--- src/addr_map_pkg.sv ---
/*
  constants, enumerations and carrier structs for the address decoder.
  assumes a core that presents 24-bit segment:offset addresses and an
  8-bit offset for the register region s:.
*/
package addr_map_pkg;
  // code rom: 16 kb at the bottom of segment ff:
  localparam logic [7:0] rom_seg = 8'hFF;
  localparam logic [15:0] rom_last = 16'h3FFF;
  // region 00: and the mirror of the upper 8 kb of rom
  localparam logic [7:0] seg_zero = 8'h00;
  localparam logic [15:0] mirror_base = 16'hE000;
  localparam logic [2:0] mirror_rom_hi = 3'b001;
  // on-chip data ram: 1 kb directly above the 32-byte register area
  localparam logic [15:0] ram_base = 16'h0020;
  localparam logic [15:0] ram_last = 16'h041F;
  localparam logic [15:0] bit_ram_last = 16'h00FF;
  // register-region addresses that alias register file bytes
  localparam logic [7:0] sfr_acc = 8'hE0;
  localparam logic [7:0] sfr_b = 8'hF0;
  localparam logic [7:0] sfr_sp = 8'h81;
  localparam logic [7:0] sfr_sph = 8'hBE;
  localparam logic [7:0] sfr_dpl = 8'h82;
  localparam logic [7:0] sfr_dph = 8'h83;
  localparam logic [7:0] sfr_dpxl = 8'h84;
  // register file byte index of each alias
  localparam logic [5:0] rf_acc = 6'h0B;
  localparam logic [5:0] rf_b = 6'h0A;
  localparam logic [5:0] rf_sp = 6'h3F;
  localparam logic [5:0] rf_sph = 6'h3E;
  localparam logic [5:0] rf_dpl = 6'h3B;
  localparam logic [5:0] rf_dph = 6'h3A;
  localparam logic [5:0] rf_dpxl = 6'h39;
  // edges after reset release before the synchronised strap is valid
  localparam logic [1:0] strap_settle = 2'h2;

  typedef enum logic [1:0] {space_code, space_data, space_sfr} space_t;
  typedef enum logic [1:0] {tgt_rom, tgt_ram, tgt_sfr, tgt_ext} target_t;

  typedef struct packed {
    logic valid;
    space_t space;
    logic [23:0] addr;
  } req_t;

  typedef struct packed {
    logic valid;
    target_t target;
    logic [23:0] addr;
    logic bit_ok;
    logic alias_hit;
    logic [5:0] alias_index;
  } resp_t;

  typedef struct packed {
    logic strap_sync1;
    logic strap_sync2;
    logic [1:0] settle;
    logic strap_held;
    logic ready;
    resp_t resp;
  } state_t;
endpackage : addr_map_pkg

--- src/code_data_address_decoder.sv ---
/*
  address decoder: steers each code fetch, data access and register
  access of the core to on-chip rom, on-chip ram, the register region
  or the external bus, one cycle after the request.
  assumes the core keeps the register file itself, holds requests off
  while ready is low, and that the mirror-disable bit comes from the
  configuration logic on clk_sys.
*/
// How it works
// - with the strap high, the 16 kb rom answers the bottom of ff:.
// - with the strap high, code outside the rom and the enabled mirror goes to the bus.
// - with the strap low, the rom is never used for code.
// - the 1 kb ram sits in 00: just above the 32-byte register area.
// - ram bytes 20h to ffh are flagged as bit addressable.
// - code accesses never land in the ram.
// - with mirror-disable clear, 00:e000 up mirrors the upper rom half.
// - with the strap low, the mirror goes out to ff:2000 to ff:3fff.
// - with mirror-disable set, region 00: never reaches the rom.
// - data that hits no on-chip memory is sent to the bus.
// - register accesses use their own region s: and no data address.
// - every register in s: is flagged as bit addressable.
// - core registers in s: are flagged with their register file byte.
// - the strap is caught once after reset and held from then on.
`timescale 1ns/10ps
module code_data_address_decoder (
  // clock and reset
  input wire logic clk_sys,
  input wire logic reset,
  // strap pin and configuration
  input wire logic external_access_strap,
  input wire logic onchip_code_mirror_disable,
  // request from the core
  input wire addr_map_pkg::req_t req,
  output logic ready,
  // decoded answer
  output addr_map_pkg::resp_t resp
);
  addr_map_pkg::state_t state;
  addr_map_pkg::state_t next_state;

  logic [7:0] seg;
  logic [15:0] off;
  logic [15:0] ram_off;
  logic in_rom;
  logic in_mirror;
  logic in_ram;
  logic alias_req;

  assign seg = req.addr[23:16];
  assign off = req.addr[15:0];
  assign ram_off = off - addr_map_pkg::ram_base;
  assign in_rom = (seg == addr_map_pkg::rom_seg) &&
    (off <= addr_map_pkg::rom_last);
  assign in_mirror = (seg == addr_map_pkg::seg_zero) &&
    (off >= addr_map_pkg::mirror_base);
  assign in_ram = (seg == addr_map_pkg::seg_zero) &&
    (off >= addr_map_pkg::ram_base) && (off <= addr_map_pkg::ram_last);
  // read only by the checks below: core registers with a file copy
  assign alias_req = req.addr[7:0] inside {addr_map_pkg::sfr_acc,
    addr_map_pkg::sfr_b, addr_map_pkg::sfr_sp, addr_map_pkg::sfr_sph,
    addr_map_pkg::sfr_dpl, addr_map_pkg::sfr_dph, addr_map_pkg::sfr_dpxl};

  always_comb begin
    next_state = state;
    // strap passes two flops, then is caught once and frozen
    next_state.strap_sync1 = external_access_strap;
    next_state.strap_sync2 = state.strap_sync1;
    if (!state.ready) begin
      if (state.settle == addr_map_pkg::strap_settle) begin
        next_state.strap_held = state.strap_sync2;
        next_state.ready = 1'b1;
      end else begin
        next_state.settle = state.settle + 2'h1;
      end
    end
    next_state.resp = '0;
    next_state.resp.target = addr_map_pkg::tgt_ext;
    if (state.ready && req.valid) begin
      next_state.resp.valid = 1'b1;
      // default: straight out on the external bus, address unchanged
      next_state.resp.target = addr_map_pkg::tgt_ext;
      next_state.resp.addr = req.addr;
      if (req.space == addr_map_pkg::space_sfr) begin
        // s: is its own space; no data address can reach it
        next_state.resp.target = addr_map_pkg::tgt_sfr;
        next_state.resp.addr = {16'h0000, req.addr[7:0]};
        next_state.resp.bit_ok = 1'b1;
        next_state.resp.alias_hit = 1'b1;
        if (req.addr[7:0] == addr_map_pkg::sfr_acc) begin
          next_state.resp.alias_index = addr_map_pkg::rf_acc;
        end else if (req.addr[7:0] == addr_map_pkg::sfr_b) begin
          next_state.resp.alias_index = addr_map_pkg::rf_b;
        end else if (req.addr[7:0] == addr_map_pkg::sfr_sp) begin
          next_state.resp.alias_index = addr_map_pkg::rf_sp;
        end else if (req.addr[7:0] == addr_map_pkg::sfr_sph) begin
          next_state.resp.alias_index = addr_map_pkg::rf_sph;
        end else if (req.addr[7:0] == addr_map_pkg::sfr_dpl) begin
          next_state.resp.alias_index = addr_map_pkg::rf_dpl;
        end else if (req.addr[7:0] == addr_map_pkg::sfr_dph) begin
          next_state.resp.alias_index = addr_map_pkg::rf_dph;
        end else if (req.addr[7:0] == addr_map_pkg::sfr_dpxl) begin
          next_state.resp.alias_index = addr_map_pkg::rf_dpxl;
        end else begin
          next_state.resp.alias_hit = 1'b0;
        end
      end else if (in_rom && state.strap_held) begin
        // rom answers code and data reads alike
        next_state.resp.target = addr_map_pkg::tgt_rom;
        next_state.resp.addr = {10'h000, off[13:0]};
      end else if (in_mirror && !onchip_code_mirror_disable) begin
        if (state.strap_held) begin
          next_state.resp.target = addr_map_pkg::tgt_rom;
          next_state.resp.addr = {10'h000, 1'b1, off[12:0]};
        end else begin
          // rom-less running: the copy lives in external ff:2000 up
          next_state.resp.addr = {addr_map_pkg::rom_seg,
            addr_map_pkg::mirror_rom_hi, off[12:0]};
        end
      end else if (in_ram && req.space == addr_map_pkg::space_data) begin
        // code fetches fall through to the bus instead
        next_state.resp.target = addr_map_pkg::tgt_ram;
        next_state.resp.addr = {14'h0000, ram_off[9:0]};
        next_state.resp.bit_ok = off <= addr_map_pkg::bit_ram_last;
      end
      // code with the strap low outside the mirror, code outside rom and mirror,
      // mirror with the bit set: all keep the external default above
    end
  end

  always_ff @(posedge clk_sys) begin
    if (reset) begin
      state <= '{default: '0, resp: '{default: '0,
        target: addr_map_pkg::tgt_ext}};
    end else begin
      state <= next_state;
    end
  end

  assign ready = state.ready;
  assign resp = state.resp;
endmodule : code_data_address_decoder

--- config.mk ---
export PLATFORM = sky130hd
export DESIGN_NAME = code_data_address_decoder
export DESIGN_NICKNAME = d
export VERILOG_FILES = /design/src/addr_map_pkg.sv /design/src/code_data_address_decoder.sv
export SDC_FILE = /design/constraint.sdc
export NUM_CORES = 1
export LEC_CHECK = 0
export BUFFER_PORTS_ARGS = -buffer_cell sky130_fd_sc_hd__buf_4
export CORE_MARGIN = 1.5
export CORE_UTILIZATION = 48
export DETAILED_ROUTE_END_ITERATION = 16
export GPL_TIMING_DRIVEN = 0
export PLACE_DENSITY = 0.87
export RECOVER_POWER = 100
export SYNTH_ARGS = -nofsm -noshare
export SYNTH_HDL_FRONTEND = slang
export SYNTH_SLANG_ARGS = --single-unit
export TNS_END_PERCENT = 10
--- constraint.sdc ---
create_clock -name clk_sys -period 2.2 [get_ports clk_sys]
set_input_delay 0.33 -clock clk_sys [delete_from_list [all_inputs] [get_ports clk_sys]]
set_output_delay 0.33 -clock clk_sys [all_outputs]
set_load 0.005 [all_outputs]
### After elaboration in Yosys (flattened, before gate mapping)

Index checks and enable logic that the tools add are counted.

* $add $sub $neg: 2
* bitwise operators: 4
* reductions and logical operators: 17
* equal/unequal tests: 11
* $lt $le $gt $ge: 5
* multiplexer cells: 26

Operators with widths (number)
* == test 8 bit, second input constant: 8
* 2-to-1 mux 27 bit: 2
* 2-to-1 mux 26 bit: 2
* 2-to-1 mux 6 bit: 7
* 2-to-1 mux 35 bit: 1
* 2-to-1 mux 24 bit: 1
* greater-or-equal comparator 16 bit, second input constant: 1
* greater-or-equal comparator 16 x 6 -> 1 bit, second input constant: 1
* <= comparator 16 x 11 -> 1 bit, second input constant: 1
* <= comparator 16 x 14 -> 1 bit, second input constant: 1
* <= comparator 16 x 8 -> 1 bit, second input constant: 1
* 2-to-1 mux 1 bit: 11
* subtractor 10 x 6 -> 10 bit, second input constant: 1
* logical AND 1 bit: 8
* zero test 8 bit: 1
* 2-to-1 mux 7 bit: 1
* OR reduction 3 bit: 2
* OR reduction 5 bit: 1
* == test 2 bit, second input constant: 2
* NOT 1 bit: 4
* AND reduction 2 bit: 2
* OR reduction 4 bit: 1
* adder 2 x 1 -> 2 bit, second input constant: 1
* == test 2 x 1 -> 1 bit, second input constant: 1
* other kinds (3): 3

* bits in registers: 41
* output and inout port bits: 36

### Logic depth before layout (Yosys ltp)

Gate-level depths: netlist (run 1).

* depth in word-level cells: 10
* mapped depth: 6
* mapped depth without buffers: 6

### Worst setup path after synthesis (run 1)

OpenSTA, ideal clock, no wires.

* kind: input to register
* from: in req[19] (netlist name)
* to: reg state (netlist bit resp[17])
* stages on the path: 5
* setup time: 0.070 ns
* slack: 0.198 ns
* arrival: 1.932 ns
* cells stage by stage: or4_4 > nand4bb_4 > a311o_4 > or3_1 > a21boi_1

* cells in the longest elaborated chain, start to end: 7

RTL lines
* start, declared: RTL line code_data_address_decoder.sv:33 `input wire addr_map_pkg::req_t req,`
* zero test 8 bit: RTL line code_data_address_decoder.sv:54, code_data_address_decoder.sv:56
* logical AND 1 bit: RTL line code_data_address_decoder.sv:56 `assign in_ram = (seg == addr_map_pkg::seg_zero) &&`
* logical AND 1 bit: RTL line code_data_address_decoder.sv:57 `(off >= addr_map_pkg::ram_base) && (off <= addr_map_pkg::ram_last);`
* logical AND 1 bit: RTL line code_data_address_decoder.sv:119 `end else if (in_ram && req.space == addr_map_pkg::space_data) begin`
* 2-to-1 mux 27 bit: RTL line code_data_address_decoder.sv:119
* 2-to-1 mux 26 bit: RTL line code_data_address_decoder.sv:110 `end else if (in_mirror && !onchip_code_mirror_disable) begin`
* 2-to-1 mux 26 bit *: RTL line code_data_address_decoder.sv:106 `end else if (in_rom && state.strap_held) begin`
* end signal, assigned: RTL line code_data_address_decoder.sv:132 `state <= '{default: '0, resp: '{default: '0,`
* end signal, assigned: RTL line code_data_address_decoder.sv:135 `state <= next_state;`
* end, declared: RTL line code_data_address_decoder.sv:38 `addr_map_pkg::state_t state;`

Mark *: on every way between the ends. The rest lies on a longest branch, timed or not.
A chain may end at the register's enable or synchronous reset.

### Worst setup path after layout (run 1)

* from: in req[17] (netlist name)
* to: reg state (netlist bit resp[17])

Same word-level chain as after synthesis.

==> impl_results.md, run 1 <==
- Status: completed
- Vias in the first global route: 1358
- First-pass GRT wire length: 5760 um
- Synthesized flop and latch total: 39
- Netlist Area Pre-Place: 0.00180 mm2
- # clock sinks: 39
- Die Y: 64.2 um
- Commonest non-fill, non-tap cells in the layout: buf_4 (61), dfxtp_1 (39), clkbuf_4 (37), nor2_1 (14), nand2_1 (11)
- Post-Layout Cell Count: 309
- Initial antenna violation count: 0
- Crit path max fanout: 9
- Worst IR Drop VDD: 0.474 mV
- Crit path launch: req[17]
- CP Class: in2reg
- Syn nets: 222
- Detailed Route WL: 3490 um
- Async SR Flop Fraction: 0
- Multi-input gate area: 701 um2
- Clock transition at path regs: 0.07 ns
- Post-synth EDFFs: 0
- Ys Warns: 0
- Placeable Area: 0.00363 mm2
- Row Count: 22
- Max Fclk: 486 MHz
- Placed wire-length estimate: 2710 um
- CTS max path bufs: 2
- Most common cell after layout, fill and taps aside: buf_4
- Gr usage total: 0.183
- Port bufs: 65
- Final period util: 0.935
- HP Class: in2reg
- Diode count: 0
- Setup TNS: 0 ns
- Ratio of cells with drive above 1 in the final layout: 0.444
- Synthesized netlist cell count: 188
- Total gr overflow: 0
- Starting Density: 0.495
- TritonCTS Buffers: 5
- Die area: 0.00412 mm2
- Area leader, netlist: dfxtp_1
- Starting DRT DRC Count: 37
- Max Slew Vio Count: 0
- RSZ-0062 raised after global routing: no
- Final Skew: 0.00279 ns
- Yosys top cell area share: 0.434
- TritonCTS clock tree: done
- Synth cell types: 43
- Post-DRT Antenna Nets: 0
- Nets: 294
- Tmin final: 2.06 ns
- Die X: 64.2 um
- Final hold violations: 0
- CTS Root Cell: clkbuf_8
- Leak: 1.13 nW
- Top FF cell, synth: dfxtp_1
- Layout Utilization: 0.669
- Largest net degree at the start of global routing: 13
- Initial DRT Pass Iterations: 4
- Worst-Margin Slew: 0.711 ns
- Max Cap Viol: 0
- Drt via density: 4.77
- Worst EP required: 2.42 ns
- Worst r2r src: ready$_SDFF_PP0_
- Routability cong.: 0.771
- # setup viols final: 0
- Largest cells by area after synthesis: dfxtp_1 (43%), buf_4 (15%), o21a_1 (3.3%), nor2_1 (3.1%), and2_1 (2.8%)
- Synth-to-Final Area Change: 35.0%
- Mean post-synth cell area: 9.57 um2
- # DRC: 0
- Slew margin rel.: 0.522
- Flop-to-flop setup slack: 0.26 ns
- # fillers: 330
- Via count: 1473
- CTS H-tree depth: 2
- # IOs: 67
- Sequential fraction of the synthesis area: 0.434
- Worst Path Arrival: 2.27 ns
- Worst Setup Start Kind: input pin
- Clock latency on the worst-skew pair: 0.29 ns
- HP Start: reset
- Wire per inst: 11.3 um
- Placed insts: 301
- Endpoint kind of the worst setup timing path: register
- Setup bufs post-CTS: 0
- Storage cell area: 781 um2
- P per Cell Area: 672 mW/mm2
## worst max-delay path, stage by stage
cell	delay, ns
buf_4	0.12
or4_1	0.56
nand4bb_1	0.27
a311o_1	0.45
or3_1	0.38
a21boi_0	0.16
## power breakdown
group | total, mW | internal (mW) | switching [mW]
combinational | 0.256 | 0.144 | 0.112
clock | 0.605 | 0.367 | 0.238
sequential | 0.771 | 0.750 | 0.0214
## path summary, 6_finish.rpt
| path | to | cells past startpoint |
|---|---|---|
| worst max-delay path | resp[17]$_SDFF_PP0_ | 6 |
| worst min-delay path | next_state[39]$_SDFF_PP0_ | 2 |
| worst max register to register | resp[22]$_SDFF_PP0_ | 6 |
| worst min register to register | state[39]$_SDFF_PP0_ | 1 |
## per-layer routing
metal / GRT usage / vias to the layer above / wire, um
met5: 0 / - / 0
met4: 0.104 / 0 / 101
met3: 0.0528 / 9 / 172
met2: 0.316 / 47 / 1780
met1: 0.200 / 661 / 1430
li1: - / 756 / -
## flip-flops by register name (all words and copies together), names as in the netlist
signal      count
next_state      1
ready           1
resp           33
state           4
## through the flow
step                cell area, um2  power [mW]  worst slack [ns]  hold WS, ns
CTS                           2460        1.65             0.141        0.240
global route                  2430        1.72            0.0473        0.240
detailed placement            2350        1.05           -0.0111        0.448
finish                        2430        1.63             0.143        0.246
floorplan                     1800       0.926             0.198        0.402
global placement              2350        1.04           0.00513        0.419
## final cells by class
class / instances / area share
buffer: 38 / 0.113
clock buffer: 6 / 0.0340
clock inverter: 2 / 0.0144
inverter: 4 / 0.00618
multi-input combinational: 107 / 0.288
sequential: 39 / 0.321
tap: 48 / 0.0247
timing repair buffer: 65 / 0.198
## what timing repair did
action                                  in CTS  in global routing
hold buffers                                 0                  0
gates resized for setup                      0                  1
endpoints found under the setup margin       0                  2
## cell usage after synthesis, drive strengths merged (2+ instances only)
cell type,number
dfxtp,39
buf,35
nor2,15
nand2,11
and2,8
o21a,8
and3,6
nor2b,6
o21ai,5
a21oi,4
inv,4
nand3,4
clkbuf,3
ha,3
nand4,3
nor3,3
nor4,3
mux2i,2
nand2b,2
nand3b,2
nand4b,2
nor4b,2
or4,2
xnor2,2
## logic make-up (layout without fill, tap and decap cells)
family	Yosys count	after routing	share of synthesized area
flops	39	39	0.434
buf+inv	42	115	0.161
mux	2	2	0.0111
compound gates	26	26	0.111
fa+ha+maj	3	3	0.0209
simple gates	74	74	0.252
xor+xnor	2	2	0.00974
Power figures use the tool's default switching activity.
==> inputs of run 2 (changes only) <==
==> constraint.sdc (replaced) <==
create_clock -name clk_sys -period 1.9 [get_ports clk_sys]
set_input_delay 0.095 -clock clk_sys [delete_from_list [all_inputs] [get_ports clk_sys]]
set_output_delay 0.095 -clock clk_sys [all_outputs]
set_load 0.005 [all_outputs]
==> run 2 against run 1 <==
Compared with the run above: via count rose by 0.14%; clock skew rose by 0.00051 ns; largest cell class unchanged; routed wire length fell by 1.1%.
==> impl_results.md, run 2 (synthesis results as in run 1) <==
- Status: completed
- First-pass GRT wire length: 5750 um (-0.12%)
- Worst R2R Path Depth: 5 (-1)
- Endpoint kind of the worst setup timing path: register
- Met3 WL: 176 um (+2.3%)
- Vias in the first global route: 1354 (-0.29%)
- Wire per inst: 11.1 um (-1.4%)
- Post-DRT Antenna Nets: 0 (unchanged)
- Slew margin rel.: 0.532 (+0.00973)
- HP Class: in2reg
- Total power: 1.89 mW (+16%)
- TritonCTS clock tree: done
- Worst IR Drop VDD: 0.543 mV (+15%)
- Hold depth: 2 (unchanged)
- Initial antenna violation count: 0 (unchanged)
- Leak: 1.13 nW (+0.24%)
- Die Y: 64.2 um (unchanged)
- Starting DRT DRC Count: 35 (-5.4%)
- Commonest non-fill, non-tap cells in the layout: buf_4 (61), dfxtp_1 (39), clkbuf_4 (37), nor2_1 (14), nand2_1 (11)
- Final period util: 0.937
- P per Cell Area: 774 mW/mm2 (+15%)
- Port bufs: 65 (unchanged)
- Total gr overflow: 0 (unchanged)
- Initial DRT Pass Iterations: 4 (unchanged)
- Worst Setup Start Kind: input pin
- # setup viols final: 0 (unchanged)
- Ratio of cells with drive above 1 in the final layout: 0.447 (+0.00212)
- CTS Root Cell: clkbuf_8
- Post-placement cell area: 0.00235 mm2 (unchanged)
- CP Class: in2reg
- Detailed Route WL: 3450 um (-1.1%)
- Worst path slowest cell: or4_4
- Max Cap Viol: 0 (unchanged)
- CP Cell Sequence: buf_4 -> or4_4 -> nand4bb_1 -> a311o_1 -> or3_1 -> a21boi_0
- Placeable Area: 0.00363 mm2 (unchanged)
- WP depth: 6 (unchanged)
- Buf/Inv on CP: 1 (unchanged)
- Die X: 64.2 um (unchanged)
- Die area: 0.00412 mm2 (unchanged)
- M1 WL: 1430 um (-0.49%)
- Diode count: 0 (unchanged)
- Max reg flops: 33 (unchanged)
- Worst hold margin: 0.0111 ns (-0.235 ns)
- # clock sinks: 39 (unchanged)
- # DRC: 0 (unchanged)
- Largest net degree at the start of global routing: 13 (unchanged)
- Routability cong.: 0.771 (unchanged)
- Via count: 1475 (+0.14%)
- Final hold violations: 0 (unchanged)
- Max Slew Vio Count: 0 (unchanged)
- Top cell family by delay on the critical path: simple AND/OR/NAND/NOR gates
- Worst EP required: 2.12 ns (-0.30 ns)
- TritonCTS Buffers: 5 (unchanged)
- Gr usage total: 0.182 (-0.000743)
- Max layer used: met4
- Row Count: 22 (unchanged)
- Drt via density: 4.76 (-0.19%)
- Final Skew: 0.00330 ns (+0.000512 ns)
- Nets: 295 (+0.34%)
- Worst path max stage delay: 0.55 ns (about the same)
- Tmin final: 1.78 ns
- CTS max path bufs: 2 (unchanged)
- Max Fclk: 562 MHz
- Hold buffers post-CTS: 0 (unchanged)
- Crit path max fanout: 9 (unchanged)
- RSZ-0062 raised after global routing: no
- # IOs: 67 (unchanged)
- Placed wire-length estimate: 2710 um (unchanged)
- Synth-to-Final Area Change: 35.5%
- Worst-Margin Slew: 0.697 ns (-0.0145 ns)
- Clock latency on the worst-skew pair: 0.29 ns (about the same)
- Most common cell after layout, fill and taps aside: buf_4
- CTS H-tree depth: 2 (unchanged)
- Clock transition at path regs: 0.07 ns (about the same)
- # fillers: 331 (+0.30%)
- DR WL met2: 1750 um (-1.6%)
- Post-route cell area: 0.00244 mm2 (+0.31%)
- Worst Path Arrival: 2.00 ns (-0.27 ns)
- Starting Density: 0.495 (unchanged)
==> run 2: path summary, 6_finish.rpt <==
kind / startpoint / to / slack (ns)
worst max-delay path: req[21] / resp[17]$_SDFF_PP0_ / 0.12
worst min-delay path: reset / next_state[39]$_SDFF_PP0_ / 0.01
worst max register to register: ready$_SDFF_PP0_ / resp[22]$_SDFF_PP0_ / 0.25
worst min register to register: next_state[39]$_SDFF_PP0_ / state[39]$_SDFF_PP0_ / 0.46
==> run 2: final cells by class <==
type	count	area (um2)	area share
Sequential cell	39	781	0.320
Multi-Input combinational cell	107	704	0.289
Timing Repair Buffer	67	488	0.200
Buffer	37	272	0.111
Clock buffer	6	82.6	0.0339
Tap cell	48	60.1	0.0246
Clock inverter	2	35.0	0.0144
Inverter	4	15.0	0.00616
==> run 2: worst reg2reg max path, stage by stage, from the launching register on <==
cell	delay [ns]
dfxtp_1	0.38
nand3b_1	0.21
nor2_2	0.35
o31a_1	0.27
nor3b_1	0.24
and2_0	0.15
==> run 2: timing repair <==
action	CTS	global route
hold endpoints to repair	0	0
endpoints found under the setup margin	4	2
resized for setup	1	0
buffers inserted	0	2
==> run 2: where the power goes <==
part | internal [mW] | switching [mW]
registers | 0.868 | 0.0248
logic | 0.168 | 0.130
clock network | 0.424 | 0.272
total | 1.46 | 0.427
==> run 2: metrics by stage <==
stage               std cells  TNS [ns]  setup WS (ns)   util
floorplan                 188         0          0.133      -
global placement          301    -0.242        -0.0913  0.646
detailed placement        301    -0.323        -0.0888  0.646
CTS                       308         0          0.117  0.678
global route              310         0         0.0472  0.671
finish                    310         0          0.120  0.671
==> run 2: layer usage <==
layer / global-route usage / vias to the layer above
met2: 0.307 / 48
met4: 0.106 / 0
met1: 0.202 / 663
met5: 0 / -
li1: - / 757
met3: 0.0563 / 7
==> inputs of run 3 (changes only) <==
--- a/config.mk
+++ b/config.mk
@@ -10,8 +10,9 @@
 export CORE_UTILIZATION = 48
 export DETAILED_ROUTE_END_ITERATION = 16
 export GPL_TIMING_DRIVEN = 0
-export PLACE_DENSITY = 0.87
+export PLACE_DENSITY = 0.78
 export RECOVER_POWER = 100
+export SETUP_SLACK_MARGIN = 0.2
 export SYNTH_ARGS = -nofsm -noshare
 export SYNTH_HDL_FRONTEND = slang
 export SYNTH_SLANG_ARGS = --single-unit
==> run 3 against run 2 <==
Compared with the run above: sequential share of layout area shrank 1.2 points; register-to-register slack better by 0.02 ns; critical endpoint unchanged; critical path type unchanged; non-clock buffer count up 8.
==> impl_results.md, run 3 (synthesis results as in run 1) <==
- Status: completed
- P per Cell Area: 788 mW/mm2 (+1.8%)
- Detailed Route WL: 3520 um (+2.0%)
- CTS Root Cell: clkbuf_8
- # IOs: 67 (unchanged)
- Drt via density: 4.64 (-2.4%)
- Max Fclk: 569 MHz (+1.3%)
- Port bufs: 65 (unchanged)
- Worst path slowest cell: or4_1
- Final Skew: 0.00748 ns (+0.00417 ns)
- RSZ-0062 raised after global routing: yes
- Final hold violations: 0 (unchanged)
- Die area: 0.00412 mm2 (unchanged)
- Diode count: 0 (unchanged)
- Total power: 1.99 mW (+5.6%)
- Worst Path Arrival: 1.98 ns (-0.02 ns)
- Starting DRT DRC Count: 18 (-49%)
- Vias in the first global route: 1247 (-7.9%)
- Post-placement cell area: 0.00235 mm2 (unchanged)
- Max reg flops: 33 (unchanged)
- Crit path launch: req[22]
- Leak: 1.17 nW (+3.5%)
- Post-route cell area: 0.00253 mm2 (+3.7%)
- Final period util: 0.924 (-0.0122)
- TritonCTS clock tree: done
- Worst IR Drop VDD: 0.633 mV (+17%)
- Max Cap Viol: 0 (unchanged)
- HP Start: req[19]
- Endpoint kind of the worst setup timing path: register
- Die Y: 64.2 um (unchanged)
- Worst hold margin: 0.0296 ns (+0.0185 ns)
- Via count: 1476 (+0.068%)
- Slew margin rel.: 0.480 (-0.0515)
- Post-DRT Antenna Nets: 0 (unchanged)
- Tmin final: 1.76 ns (-0.0232 ns)
- HP Class: in2reg
- Final worst setup slack: 0.144 ns (+0.0233 ns)
- Initial antenna violation count: 0 (unchanged)
- # clock sinks: 39 (unchanged)
- TritonCTS Buffers: 5 (unchanged)
- Worst path max stage delay: 0.55 ns (about the same)
- Clock transition at path regs: 0.07 ns (about the same)
- Worst Setup Start Kind: input pin
- Total gr overflow: 0 (unchanged)
- Hold buffers post-CTS: 0 (unchanged)
- Max Slew Vio Count: 0 (unchanged)
- Commonest non-fill, non-tap cells in the layout: buf_4 (67), dfxtp_1 (39), clkbuf_4 (36), nor2_1 (14), nand2_1 (11)
- Wire per inst: 11.1 um (-0.57%)
- Clock latency on the worst-skew pair: 0.29 ns (about the same)
- CTS max path bufs: 2 (unchanged)
- Setup TNS: 0 ns (unchanged)
- Worst-Margin Slew: 0.773 ns (+0.0766 ns)
- Most common cell after layout, fill and taps aside: buf_4
- CTS H-tree depth: 2 (unchanged)
- Worst EP required: 2.12 ns (about the same)
- # setup viols final: 0 (unchanged)
- Setup WS pre-CTS: -0.127 ns (-0.0385 ns)
- Initial DRT Pass Iterations: 4 (unchanged)
- Routability cong.: 0.936 (+21%)
- Row Count: 22 (unchanged)
- CP Cell Sequence: clkbuf_1 -> or4_1 -> nand4bb_1 -> a311o_4 -> or3_4 -> a21boi_2
- Synth-to-Final Area Change: 40.5%
- Placeable Area: 0.00363 mm2 (unchanged)
- Die X: 64.2 um (unchanged)
- Crit path max fanout: 6 (-3)
- # DRC: 0 (unchanged)
- Gr usage total: 0.168 (-0.0145)
- Ratio of cells with drive above 1 in the final layout: 0.463 (+0.0164)
- Worst r2r src: ready$_SDFF_PP0_
- Starting Density: 0.495 (unchanged)
- Largest net degree at the start of global routing: 13 (unchanged)
- Placed wire-length estimate: 2610 um (-3.7%)
- Nets: 303 (+2.7%)
- CP Class: in2reg
- First-pass GRT wire length: 5450 um (-5.3%)
[run 3: changes by cell type in the layout (fill, tap and decap cells not counted), moves of 2 or more]
cell      previous run  this run
clkbuf_1             5         8
buf_4               61        67
and2_1               4         2
and2_0               4         6
[run 3: what timing repair did]
item                                    CTS  global route
resized for setup                         3             4
endpoints found under the setup margin   12             6
setup buffers                             0             9
endpoints found under the hold margin     0             0
pin swaps                                 0             7
[run 3: stage by stage]
stage	util	std cells
floorplan	-	188
global placement	0.646	301
detailed placement	0.646	301
CTS	0.685	309
global route	0.696	318
finish	0.696	318
[run 3: critical path, delay by kind of cell]
kind,cells,cell delay [ns]
buffers and inverters,1,0.09
AO/OA/AOI/OAI,2,0.57
AND/OR/NAND/NOR,3,1.22
[run 3: metal layers]
metal / routed length [um] / global-route usage
met1: 1540 / 0.205
met2: 1790 / 0.277
met3: 148 / 0.0511
met4: 47 / 0.0638
met5: 0 / 0
[run 3: layout make-up]
cell class / count / area (um2)
well taps: 48 / 60.1
inverters: 4 / 15.0
repair buffers: 74 / 533
plain buffers: 38 / 277
flip-flops and latches: 39 / 781
fillers: 320 / 1100
multi-input cells: 107 / 731
clock buffers: 6 / 72.6
clock inverters: 2 / 60.1
[run 3: worst paths after layout]
path,cells past startpoint,to,slack (ns)
min reg2reg,1,state[39]$_SDFF_PP0_,0.46
max reg2reg,6,resp[23]$_SDFF_PP0_,0.27
max,6,resp[17]$_SDFF_PP0_,0.14
min,2,resp[27]$_SDFF_PP0_,0.03
[run 3: where the power goes]
part | switching, mW | internal, mW
logic | 0.132 | 0.172
clock network | 0.272 | 0.525
registers | 0.0242 | 0.868
total | 0.428 | 1.56
